<file path="src/design/sadc_params.svh">
`ifndef SADC_PARAMS_SVH
`define SADC_PARAMS_SVH

// ****************************************
// Timing
// ****************************************
`define SADC_CLK_NS         40
`define SADC_CONV_NS        7000
`define SADC_START_MIN_NS   40
// Least time rounds up
`define SADC_START_CYC      ((`SADC_START_MIN_NS + `SADC_CLK_NS - 1) / `SADC_CLK_NS)
// Conversion time in whole clock cycles, rounded down
`define SADC_CONV_CYC       (`SADC_CONV_NS / `SADC_CLK_NS)

// ****************************************
// Data layout
// ****************************************
`define SADC_WIDTH          16
`define SADC_BYTE_W         8
`define SADC_RESULT_RST     16'h0000

`endif

</file>
<file path="src/design/sadc_pkg.sv">
package sadc_pkg;
  typedef enum logic [1:0] {
    SADC_IDLE,
    SADC_CONV,
    SADC_DONE
  } sadc_state_e;
  typedef logic [15:0] sadc_word_t;
endpackage : sadc_pkg

</file>
<file path="src/design/sadc_core.sv">
// Summary of operation
// - Conversion timed by internal clock, about 6.4us
// - Select and read/convert low 40ns start
// - Start ignored while conversion runs
// - Busy low throughout conversion
// - Select low: read/convert fall starts conversion
// - Busy rises after result latched
// - Read/convert low keeps data lines floating
// - Select fall with read/convert low pulls busy low
// - Select low again reads the result
// - Result two's complement, word or bytes
// - Byte low: MSB byte on upper lines
// - Byte high: LSB byte on upper lines
// - Code wraps ones to zeros at zero
// - Select and read/convert combined by OR
// - SAR cleared, bits decided MSB first
`timescale 1ns/1ps
`default_nettype none
`include "sadc_params.svh"
module sadc_core
  import sadc_pkg::*;
#(
  parameter int W         = `SADC_WIDTH,
  parameter int START_CYC = `SADC_START_CYC,
  parameter int STEP_CYC  = `SADC_CONV_CYC / `SADC_WIDTH
) (
  input  wire logic                clock,
  input  wire logic                rst_n,
  input  wire logic                select_n,
  input  wire logic                read_conv,
  input  wire logic                byte_swap,
  input  wire sadc_pkg::sadc_word_t analog_sample,
  output logic                     busy_n,
  output logic                     hold,
  output logic               [7:0] upper_data_lines,
  output logic               [7:0] lower_data_lines,
  output logic                     data_oe
);
  import sadc_pkg::*;

  localparam int SCW = $clog2(START_CYC + 1);

  // ****************************************
  // Input synchronisation
  // ****************************************
  logic [2:0] pin_s;
  logic       cs_s;
  logic       rc_s;
  logic       byte_s;

  sadc_sync #(
    .W (3)
  ) u_sync (
    .clock (clock),
    .rst_n (rst_n),
    .d     ({select_n, read_conv, byte_swap}),
    .q     (pin_s)
  );

  assign cs_s   = pin_s[2];
  assign rc_s   = pin_s[1];
  assign byte_s = pin_s[0];

  // ****************************************
  // Start qualification
  // ****************************************
  // Internal OR of the two controls; low means start request
  logic           start_lvl;
  logic           done_q;
  logic [SCW-1:0] low_cnt;
  logic           armed;
  logic [SCW-1:0] next_low_cnt;
  logic           next_armed;
  logic           start_pulse;
  logic           conv_active;

  assign start_lvl = !(cs_s | rc_s);

  always_comb begin
    next_low_cnt = low_cnt;
    next_armed   = armed;
    start_pulse  = 1'b0;
    if (!start_lvl) begin
      next_low_cnt = '0;
      next_armed   = 1'b1;
    end else if (low_cnt < SCW'(START_CYC)) begin
      next_low_cnt = low_cnt + 1'b1;
    end
    // One start per falling edge, held for the minimum width
    if (start_lvl && armed && (low_cnt + 1'b1 >= SCW'(START_CYC)) && !conv_active) begin
      start_pulse = 1'b1;
      next_armed  = 1'b0;
    end
    // A low level still present when busy rises starts again, as the pins do
    if (start_lvl && !armed && done_q && !conv_active) begin
      start_pulse = 1'b1;
    end
  end

  always_ff @(posedge clock or negedge rst_n) begin
    if (!rst_n) begin
      low_cnt  <= '0;
      armed    <= 1'b1;
    end else begin
      low_cnt  <= next_low_cnt;
      armed    <= next_armed;
    end
  end

  // ****************************************
  // Conversion control
  // ****************************************
  sadc_state_e    state;
  sadc_state_e    next_state;
  sadc_word_t     sample_q;
  sadc_word_t     next_sample;
  sadc_word_t     result;
  sadc_word_t     next_result;
  logic           next_busy_n;
  logic           sar_done;
  sadc_word_t     sar_word;
  logic           sar_start;
  logic           next_done_q;

  assign conv_active = (state != SADC_IDLE);
  assign sar_start   = start_pulse;

  always_comb begin
    next_state  = state;
    next_sample = sample_q;
    next_result = result;
    next_busy_n = busy_n;
    // High in the first idle cycle after busy rises
    next_done_q = (state == SADC_DONE);
    case (state)
      SADC_IDLE: begin
        if (start_pulse) begin
          next_sample = analog_sample;
          next_busy_n = 1'b0;
          next_state  = SADC_CONV;
        end
      end
      SADC_CONV: begin
        // Further starts are not looked at here
        if (sar_done) begin
          // Engine works offset binary; sign bit flipped back
          next_result = sar_word ^ 16'h8000;
          next_state  = SADC_DONE;
        end
      end
      SADC_DONE: begin
        // Busy rises one cycle after the latch so data is settled
        next_busy_n = 1'b1;
        next_state  = SADC_IDLE;
      end
      default: begin
        next_state  = SADC_IDLE;
        next_busy_n = 1'b1;
      end
    endcase
  end

  always_ff @(posedge clock or negedge rst_n) begin
    if (!rst_n) begin
      state    <= SADC_IDLE;
      sample_q <= `SADC_RESULT_RST;
      result   <= `SADC_RESULT_RST;
      busy_n   <= 1'b1;
      done_q   <= 1'b0;
    end else begin
      state    <= next_state;
      sample_q <= next_sample;
      result   <= next_result;
      busy_n   <= next_busy_n;
      done_q   <= next_done_q;
    end
  end

  assign hold = conv_active;

  sadc_sar #(
    .W        (W),
    .STEP_CYC (STEP_CYC)
  ) u_sar (
    .clock  (clock),
    .rst_n  (rst_n),
    .start  (sar_start),
    .sample (sample_q),
    .done   (sar_done),
    .sar    (sar_word)
  );

  // ****************************************
  // Output port
  // ****************************************
  logic [7:0] next_upper;
  logic [7:0] next_lower;
  logic       next_oe;

  always_comb begin
    // Result held raw: two's complement, zero wraps from all ones
    if (byte_s) begin
      next_upper = result[7:0];
      next_lower = result[15:8];
    end else begin
      next_upper = result[15:8];
      next_lower = result[7:0];
    end
    // Drive only with select low and read/convert high
    next_oe = !cs_s && rc_s;
  end

  always_ff @(posedge clock or negedge rst_n) begin
    if (!rst_n) begin
      upper_data_lines <= 8'h00;
      lower_data_lines <= 8'h00;
      data_oe          <= 1'b0;
    end else begin
      upper_data_lines <= next_upper;
      lower_data_lines <= next_lower;
      data_oe          <= next_oe;
    end
  end

  // ****************************************
  // Conversion length helper
  // ****************************************
  // A counter keeps the length check free of a long delay range
  localparam int CONV_LEN = W * STEP_CYC;
  localparam int CCW      = $clog2(CONV_LEN + 2);

  logic [CCW-1:0] conv_cnt;
  logic [CCW-1:0] next_conv_cnt;

  always_comb begin
    next_conv_cnt = '0;
    // Counts to one past the limit, then restarts from zero; a hang trips the bound check each lap
    if ((state == SADC_CONV) && (conv_cnt <= CCW'(CONV_LEN))) begin
      next_conv_cnt = conv_cnt + 1'b1;
    end
  end

  always_ff @(posedge clock or negedge rst_n) begin
    if (!rst_n) begin
      conv_cnt <= '0;
    end else begin
      conv_cnt <= next_conv_cnt;
    end
  end

  // ****************************************
  // Checks
  // ****************************************
  property p_busy_start;
    @(posedge clock) disable iff (!rst_n)
      start_pulse |=> !busy_n;
  endproperty
  a_busy_start: assert property (p_busy_start) else $error("busy not low after start");

  property p_no_restart;
    @(posedge clock) disable iff (!rst_n)
      (state == SADC_CONV) && !sar_done |=> (state == SADC_CONV) && $stable(sample_q);
  endproperty
  a_no_restart: assert property (p_no_restart) else $error("conversion restarted");

  property p_busy_low_conv;
    @(posedge clock) disable iff (!rst_n)
      (state == SADC_CONV) |-> !busy_n;
  endproperty
  a_busy_low_conv: assert property (p_busy_low_conv) else $error("busy high during conversion");

  property p_result_at_busy;
    @(posedge clock) disable iff (!rst_n)
      $rose(busy_n) |-> $stable(result) && $past(sar_done, 2);
  endproperty
  a_result_at_busy: assert property (p_result_at_busy) else $error("busy rose before result");

  property p_hiz_rc_low;
    @(posedge clock) disable iff (!rst_n)
      !rc_s |=> !data_oe;
  endproperty
  a_hiz_rc_low: assert property (p_hiz_rc_low) else $error("data driven with read/convert low");

  property p_read_enable;
    @(posedge clock) disable iff (!rst_n)
      (!cs_s && rc_s) |=> data_oe;
  endproperty
  a_read_enable: assert property (p_read_enable) else $error("read not enabled");

  property p_byte_order;
    @(posedge clock) disable iff (!rst_n)
      !byte_s |=> upper_data_lines == $past(result[15:8]) && lower_data_lines == $past(result[7:0]);
  endproperty
  a_byte_order: assert property (p_byte_order) else $error("word order wrong");

  property p_byte_swap;
    @(posedge clock) disable iff (!rst_n)
      byte_s |=> upper_data_lines == $past(result[7:0]) && lower_data_lines == $past(result[15:8]);
  endproperty
  a_byte_swap: assert property (p_byte_swap) else $error("byte swap wrong");

  property p_conv_length;
    @(posedge clock) disable iff (!rst_n)
      (state == SADC_CONV) && sar_done |-> conv_cnt == CCW'(CONV_LEN);
  endproperty
  a_conv_length: assert property (p_conv_length) else $error("conversion length wrong");

  property p_conv_bound;
    @(posedge clock) disable iff (!rst_n)
      (state == SADC_CONV) |-> conv_cnt <= CCW'(CONV_LEN);
  endproperty
  a_conv_bound: assert property (p_conv_bound) else $error("conversion did not finish");

  property p_hold_start;
    @(posedge clock) disable iff (!rst_n)
      start_pulse |=> hold;
  endproperty
  a_hold_start: assert property (p_hold_start) else $error("sample not held at start");

  property p_sar_clear;
    @(posedge clock) disable iff (!rst_n)
      sar_start |=> sar_word == 16'h0000;
  endproperty
  a_sar_clear: assert property (p_sar_clear) else $error("approximation register not cleared");

endmodule : sadc_core
`default_nettype wire

</file>
<file path="src/design/sadc_sar.sv">
`timescale 1ns/1ps
`default_nettype none
`include "sadc_params.svh"
// ****************************************
// Successive approximation engine
// ****************************************
module sadc_sar #(
  parameter int W        = `SADC_WIDTH,
  parameter int STEP_CYC = `SADC_CONV_CYC / `SADC_WIDTH
) (
  input  wire logic         clock,
  input  wire logic         rst_n,
  input  wire logic         start,
  input  wire logic [W-1:0] sample,
  output logic              done,
  output logic      [W-1:0] sar
);
  localparam int CW = $clog2(STEP_CYC + 1);
  localparam int BW = $clog2(W);

  logic          active;
  logic [CW-1:0] step_cnt;
  logic [BW-1:0] bit_idx;
  logic          next_active;
  logic          next_done;
  logic [CW-1:0] next_step_cnt;
  logic [BW-1:0] next_bit_idx;
  logic [W-1:0]  next_sar;
  logic [W-1:0]  trial;

  always_comb begin
    next_active   = active;
    next_done     = 1'b0;
    next_step_cnt = step_cnt;
    next_bit_idx  = bit_idx;
    next_sar      = sar;
    trial         = sar;
    if (start && !active) begin
      next_active   = 1'b1;
      next_sar      = '0;
      next_bit_idx  = BW'(W - 1);
      next_step_cnt = CW'(STEP_CYC - 1);
    end else if (active) begin
      if (step_cnt != '0) begin
        next_step_cnt = step_cnt - 1'b1;
      end else begin
        // Offset binary trial against a two's complement sample
        trial          = sar;
        trial[bit_idx] = 1'b1;
        next_sar[bit_idx] = (trial <= (sample ^ {1'b1, {(W-1){1'b0}}}));
        next_step_cnt  = CW'(STEP_CYC - 1);
        if (bit_idx == '0) begin
          next_active = 1'b0;
          next_done   = 1'b1;
        end else begin
          next_bit_idx = bit_idx - 1'b1;
        end
      end
    end
  end

  always_ff @(posedge clock or negedge rst_n) begin
    if (!rst_n) begin
      active   <= 1'b0;
      done     <= 1'b0;
      step_cnt <= '0;
      bit_idx  <= '0;
      sar      <= '0;
    end else begin
      active   <= next_active;
      done     <= next_done;
      step_cnt <= next_step_cnt;
      bit_idx  <= next_bit_idx;
      sar      <= next_sar;
    end
  end
endmodule : sadc_sar
`default_nettype wire

</file>
<file path="src/design/sadc_sync.sv">
`timescale 1ns/1ps
`default_nettype none
module sadc_sync #(
  parameter int W = 1
) (
  input  wire logic         clock,
  input  wire logic         rst_n,
  input  wire logic [W-1:0] d,
  output logic      [W-1:0] q
);
  logic [W-1:0] meta;
  logic [W-1:0] next_meta;
  logic [W-1:0] next_q;

  always_comb begin
    next_meta = d;
    next_q    = meta;
  end

  always_ff @(posedge clock or negedge rst_n) begin
    if (!rst_n) begin
      meta <= '1;
      q    <= '1;
    end else begin
      meta <= next_meta;
      q    <= next_q;
    end
  end
endmodule : sadc_sync
`default_nettype wire

</file>
<file path="config.mk">
export PLATFORM = sky130hd
export DESIGN_NAME = sadc_core
export DESIGN_NICKNAME = d
export VERILOG_FILES = /design/src/design/sadc_pkg.sv /design/src/design/sadc_core.sv /design/src/design/sadc_sar.sv /design/src/design/sadc_sync.sv
export VERILOG_INCLUDE_DIRS = /design/src /design/src/design
export SDC_FILE = /design/constraint.sdc
export NUM_CORES = 1
export LEC_CHECK = 0
export BUFFER_PORTS_ARGS = -buffer_cell sky130_fd_sc_hd__buf_4
export CORE_UTILIZATION = 55
export DETAILED_ROUTE_END_ITERATION = 7
export PLACE_DENSITY = 0.85
export SYNTH_ARGS = -nofsm -noshare
export SYNTH_HDL_FRONTEND = slang
export SYNTH_HIERARCHICAL = 1
export SYNTH_SLANG_ARGS = --single-unit
</file>
<file path="constraint.sdc">
create_clock -name clock -period 5.4 [get_ports clock]
set_input_delay 0.27 -clock clock [delete_from_list [all_inputs] [get_ports clock]]
set_output_delay 0.27 -clock clock [all_outputs]
set_load 0.005 [all_outputs]
</file>
======== After elaboration in Yosys (flattened, before gate mapping) ========
Index checks and enable logic that the tools add are counted.
word-level totals
  flip-flop bits (word level) ............. 87
  bits of input ports ..................... 21
  output and inout port bits .............. 19
  logic and storage cells ................. 97
cells by class
  $add $sub $neg .......................... 3
  order comparisons ....................... 5
  equality and inequality tests ........... 6
  multiplexer cells ....................... 34
  bitwise gates (word level) .............. 5
  reductions and logical operators ........ 27
operators with widths
  cell                                                                           number
  16-bit 2-to-1 mux                                                              3
  4-bit 2-to-1 mux                                                               7
  16-bit bitwise mux                                                             1
  16-bit <= comparator                                                           1
  1-bit 2-to-1 mux                                                               16
  8-bit 2-to-1 mux                                                               2
  16-bit bitwise OR                                                              1
  2-bit AND reduction                                                            5
  1-bit logical AND                                                              9
  2-bit by 1-bit != test with 1-bit output (second input constant)               4
  2-bit nonzero test                                                             4
  4-bit by 1-bit subtractor with 4-bit output (second input constant)            2
  1-bit zero test                                                                5
  4-bit by 5-bit less-than comparator with 1-bit output (second input constant)  1
  1-bit demux with 4-bit select                                                  1
  4-bit by 1-bit >= comparator with 1-bit output (second input constant)         1
  4-bit zero test                                                                1
  2-bit 2-to-1 mux                                                               2
  2-bit one-hot mux with 2 select lines                                          1
  4-bit nonzero test                                                             1
  1-bit NOT                                                                      3
  3-bit AND reduction                                                            1
  2-bit by 1-bit == test with 1-bit output (second input constant)               1
  2-bit == test (second input constant)                                          1
  6 further kinds                                                                6

======== Logic depth before layout (Yosys ltp) ========
  depth after elaboration ................. 10
  depth in mapped cells ................... 12

======== Cells and area by module ========
Netlist, hierarchy kept.
by module, submodules not included
  module     instances  cells an instance  area each (um^2)  seq. area each (um^2)
  sadc_core  1          126                2,087.0           1,378.8
  sadc_sar   1          203                1,821.7           650.6
  sadc_sync  1          6                  157.7             157.7

======== Worst setup path after synthesis ========
No wires, ideal clock.
  path kind ............................... reg2reg
  start ................................... register u_sar.bit_idx[2]
  end ..................................... register u_sar.sar[4]
  data arrival time ....................... 2.408 ns
  required time ........................... 5.250 ns
  setup slack ............................. 2.843 ns
  cell stages (with the launch flop) ...... 12
  clock period less this slack ............ 2.557 ns
  cell sequence ........................... dfrtp_1 -> clkbuf_1 -> nor2_1 -> clkbuf_1 -> a21o_1 -> ha_1 -> nor2b_1 -> o211ai_1 -> a2111o_1 -> a31oi_4 -> buf_6 -> a41oi_1
on the way
  word-level cells in the longest chain between the ends .. 10
ends and longest elaborated chain
  element                                                                                                                                               line                            RTL
  start: declaration                                                                                                                                    sadc_sar.sv:23                  logic [BW-1:0] bit_idx;
  start signal: assignment                                                                                                                              sadc_sar.sv:73                  bit_idx <= next_bit_idx;
  4-bit by 5-bit less-than comparator with 1-bit output (implied by the code) / 4-bit by 1-bit >= comparator with 1-bit output (equally long branches)  sadc_sar.sv:49, sadc_sar.sv:50
  1-bit logical AND (implied by the code)                                                                                                               sadc_sar.sv:49, sadc_sar.sv:50
  1-bit 2-to-1 mux (implied by the code)                                                                                                                sadc_sar.sv:49, sadc_sar.sv:50
  1-bit demux with 4-bit select (*)                                                                                                                     n/a
  16-bit bitwise OR (no line)                                                                                                                           n/a
  16-bit <= comparator                                                                                                                                  sadc_sar.sv:50                  next_sar[bit_idx] = (trial <= (sample ^ {1'b1, {(W-1){1'b0}}}));
  16-bit bitwise mux (*)                                                                                                                                sadc_sar.sv:50
  16-bit 2-to-1 mux (*)                                                                                                                                 sadc_sar.sv:44                  if (step_cnt != '0) begin
  16-bit 2-to-1 mux (*)                                                                                                                                 sadc_sar.sv:43                  end else if (active) begin
  16-bit 2-to-1 mux (*)                                                                                                                                 sadc_sar.sv:38                  if (start && !active) begin
  end signal: assignment                                                                                                                                sadc_sar.sv:74                  sar <= next_sar;
  end: declaration                                                                                                                                      sadc_sar.sv:16                  output logic [W-1:0] sar
Every way passes the cells marked *; elsewhere a longest branch is shown, timed or not. The select of a mux whose other input is x is not followed.
A chain may end at the register's enable or synchronous reset.

======== Worst setup path after layout ========
  start ................................... register u_sar.bit_idx[0]
  end ..................................... register u_sar.sar[2]
Same word-level chain as after synthesis.

==> flow_summary_export.csv <==
group,metric,value,unit
placement,dpl.hpwl,5293,um
floorplanning,chipWidth,87.99,um
timing,hold_violations,0,
finish,finalNonFillerCells,471,
finish,n_antenna_cell,0,
clock_tree,cts_buffers,9,
power_and_ir_drop,max-vdd-ir-drop,0.3093,mV
power_and_ir_drop,power.leakage,2.356,nW
clock_tree,cts.repair.resized,0,
yosys,ys_ff_latch,87,
timing,slew_headroom,30.09,%
timing,fin_tns_setup,0,ps
critical_path,crit_slowest_cell,"a31oi_4",
yosys,ys.flop_type,"dfrtp_1",
critical_path,crit_required,5590,ps
finish,fill_cells,518,
detailed_routing,wl_per_cell,16.34,um
detailed_routing,drt-total-wl,7695,um
yosys,syn_area_per_cell,12.14,um^2
yosys,syn_inst,335,
timing,min_period_over_period,54.18,%
timing,rsz0062_at_grt,"false",
finish,drive_above_1_share,30.67,%
critical_path,crit_top_cell,"ha_1",
global_routing,grt_max_degree,88,
hold_path,min_path_type,"in2async",
placement,portBuffers,39,
critical_path,cp_cell_sequence,"inv_1 -> ha_1 -> nand3_1 -> nand2b_1 -> ha_1 -> nand4_1 -> nor3_1 -> nor4_2 -> a31oi_4 -> a41oi_1",
yosys,seq_area_frac_synth,53.78,%
critical_path,cp_slowest_stage_delay,460,ps
global_routing,grt_pass1_wl,12730,um
clock_tree,root_buffer,"clkbuf_8",
detailed_routing,viasPerCell,5.788,
power_and_ir_drop,switchingPower,0.8418,mW
finish,area_growth,14.09,%
global_routing,antenna_found_initial,0,
detailed_routing,vias,2726,
power_and_ir_drop,netSwitchingFraction,36.42,%
timing,post-route-min-period,2926,ps
timing,tightest_slew,1049,ps
placement,postPlaceCellArea,4390,um^2
floorplanning,io_pins,40,
finish,layout.nets,414,
power_and_ir_drop,p_comb_share,36.3,%
yosys,synth_edf_count,0,
yosys,synth.distinct_cells,43,
detailed_routing,drt_first_pass_iters,6,
placement,gp_congestion,0.9198,
floorplanning,coreArea,6982,um^2
critical_path,path_max_fanout,16,
critical_path,path_class,"reg2reg",
floorplanning,die_area,7741,um^2
global_routing,grt_usage,22.12,%
yosys,netlist_area,4066,um^2
clock_tree,insertion_delay,350,ps
finish,finalInstanceArea,4639,um^2
power_and_ir_drop,internal_power,1.470,mW
yosys,yosys_warnings,6,
clock_tree,clkTransAtPathRegs,80,ps
critical_path,endpoint_kind,"flip-flop",
yosys,async_reset_ff_share,100.0,%
placement,placed_cells,452,
yosys,syn_nets,379,
global_routing,grt-ovfl-total,0,
floorplanning,start_util,58.24,%
detailed_routing,drtIter0Drc,224,
critical_path,path_buf_inv,1,
power_and_ir_drop,clockPowerShare,21.4,%
clock_tree,clkSinkCount,87,
floorplanning,die_h,87.99,um
power_and_ir_drop,p_seq_share,42.2,%
floorplanning,rows,30,
timing,setup_viol,0,
power_and_ir_drop,power.density,498.2,nW/um^2
critical_path,crit_family,"simple AND/OR/NAND/NOR gates",
detailed_routing,final_antenna_net_count,0,
global_routing,grt_pass1_vias,2658,
timing,fmax,0.3418,GHz
run,max-cap-violations,0,
clock_tree,cts.path.max_buffers,2,
clock_tree,cts_tree,"built",
timing,drv_slew,0,
critical_path,worstPathArrival,3120,ps
outcome,outcome,"complete, no violations",
critical_path,start_kind,"flip-flop",
clock_tree,htree_levels,3,
timing,clock_skew,5.580,ps
detailed_routing,drc,0,
## worst reg2reg max path: stages (launching register included)
cell and delay, ps:
dfrtp_1 450, inv_1 120, ha_1 340, nand3_1 180, nand2b_1 100, ha_1 300
nand4_1 230, nor3_1 310, nor4_2 100, a31oi_4 460, a41oi_1 180
## cell families after synthesis
group / synth area share [%]
DFF: 53.78
xor gates and xnor gates: 0.6463
and+or+nand+nor: 8.923
buffers and inverters: 4.031
adders and majority gates: 7.077
muxes: 13.75
AOI/OAI and AO/OA: 11.78
## routing by layer
| layer | wire length (um) | up-vias | GRT usage [%] |
|---|---|---|---|
| li1 | - | 1268 | - |
| met3 | 491 | 22 | 5.938 |
| met5 | 0 | - | 0 |
| met4 | 205 | 0 | 11.48 |
| met1 | 3291 | 1313 | 27.74 |
| met2 | 3707 | 123 | 35.24 |
## power groups by stage
stage / logic (mW) / clock network [mW] / registers (mW)
finish: 0.839 / 0.496 / 0.976
global route: 0.938 / 0.536 / 1.00
CTS: 0.830 / 0.510 / 0.974
detailed placement: 0.815 / 0 / 0.984
global placement: 0.787 / 0 / 0.970
floorplan: 0.671 / 0 / 0.915
## registers in the layout, summed over array words and instances (netlist names), 2 cells and up
signal	count
result	16
sample_q	16
u_sar/sar	16
lower_data_lines	8
upper_data_lines	8
u_sar/bit_idx	4
u_sar/step_cnt	4
u_sync/meta	3
u_sync/q	3
state	2
## worst paths after layout
check / startpoint / endpoint / slack, ps / cells past startpoint
setup / recovery: u_sar/bit_idx[0] / u_sar/sar[2] / 2470 / 10
hold / removal: rst_n / data_oe / 100 / 1
setup reg to reg: u_sar/bit_idx[0] / u_sar/sar[2] / 2470 / 10
hold reg to reg: u_sync/meta[0] / u_sync/q[0] / 360 / 0
max in group asynchronous: rst_n / upper_data_lines[1] / 4650 / 1
min in group clock: analog_sample[0] / sample_q[0] / 140 / 2
## what timing repair did
item | CTS | global route
endpoints found under the hold margin | 0 | 3
setup buffers | 0 | 0
hold buffers | 0 | 3
## cells in the mapped netlist, types with 2 or more instances
library cell | number | area, um^2
and3_1 | 3 | 18.77
dfstp_2 | 8 | 210.2
nand4_1 | 4 | 25.02
o211ai_1 | 2 | 15.01
ha_1 | 23 | 287.8
nor4_1 | 2 | 12.51
nor2_1 | 14 | 52.55
nand3_1 | 6 | 30.03
dfrtp_1 | 79 | 1977
mux2_4 | 8 | 120.1
buf_6 | 2 | 22.52
nor2b_1 | 6 | 37.54
xnor2_1 | 2 | 17.52
a41oi_1 | 7 | 61.31
a21oi_1 | 28 | 140.1
nor4_2 | 2 | 25.02
nand2b_1 | 8 | 50.05
mux2_2 | 39 | 439.2
clkbuf_1 | 11 | 41.29
nor3_1 | 3 | 15.01
a32oi_1 | 7 | 61.31
nand2_1 | 14 | 52.55
inv_1 | 20 | 75.07
buf_2 | 5 | 25.02
a21o_1 | 9 | 67.56
o21ai_0 | 6 | 30.03
## cells in the final DEF (no fill, tap or decap), types with 3 or more instances in the layout
cell / netlist / final
a21o_1: 9 / 9
a21oi_1: 28 / 28
a32oi_1: 7 / 7
a41oi_1: 7 / 7
and3_1: 3 / 3
buf_4: 0 / 39
clkbuf_8: 0 / 9
dfrtp_1: 79 / 79
dfstp_2: 8 / 8
dlygate4sd3_1: 0 / 3
ha_1: 23 / 23
inv_1: 20 / 20
inv_6: 0 / 3
mux2_2: 39 / 39
mux2_4: 8 / 8
nand2_1: 14 / 14
nand2b_1: 8 / 8
nand3_1: 6 / 6
nand4_1: 4 / 4
nor2_1: 14 / 14
nor2b_1: 6 / 6
nor3_1: 3 / 3
o21ai_0: 6 / 6
## cell type report
class                           count  area (um^2)  area share, %
Clock buffer                       10        127.6          2.751
Clock inverter                      6        91.34          1.969
Inverter                           20        75.07          1.618
Multi-Input combinational cell    210         1715          36.97
Sequential cell                    87         2187          47.14
Tap cell                           96        120.1          2.589
Timing Repair Buffer               42        322.8          6.958
## stage by stage
step	total power [mW]	utilization [%]	hold slack, ps	setup slack (ps)
2_1_floorplan	1.586	-	-25.59	2843
3_3_place_gp	1.757	62.89	345.8	2678
5_1_grt	2.475	66.45	124.1	2258
4_1_cts	2.314	66.02	0.9061	2531
6_report	2.311	66.45	101.8	2474
3_5_place_dp	1.798	62.89	349.6	2546
No activity file was read; power rests on OpenSTA's default activity.
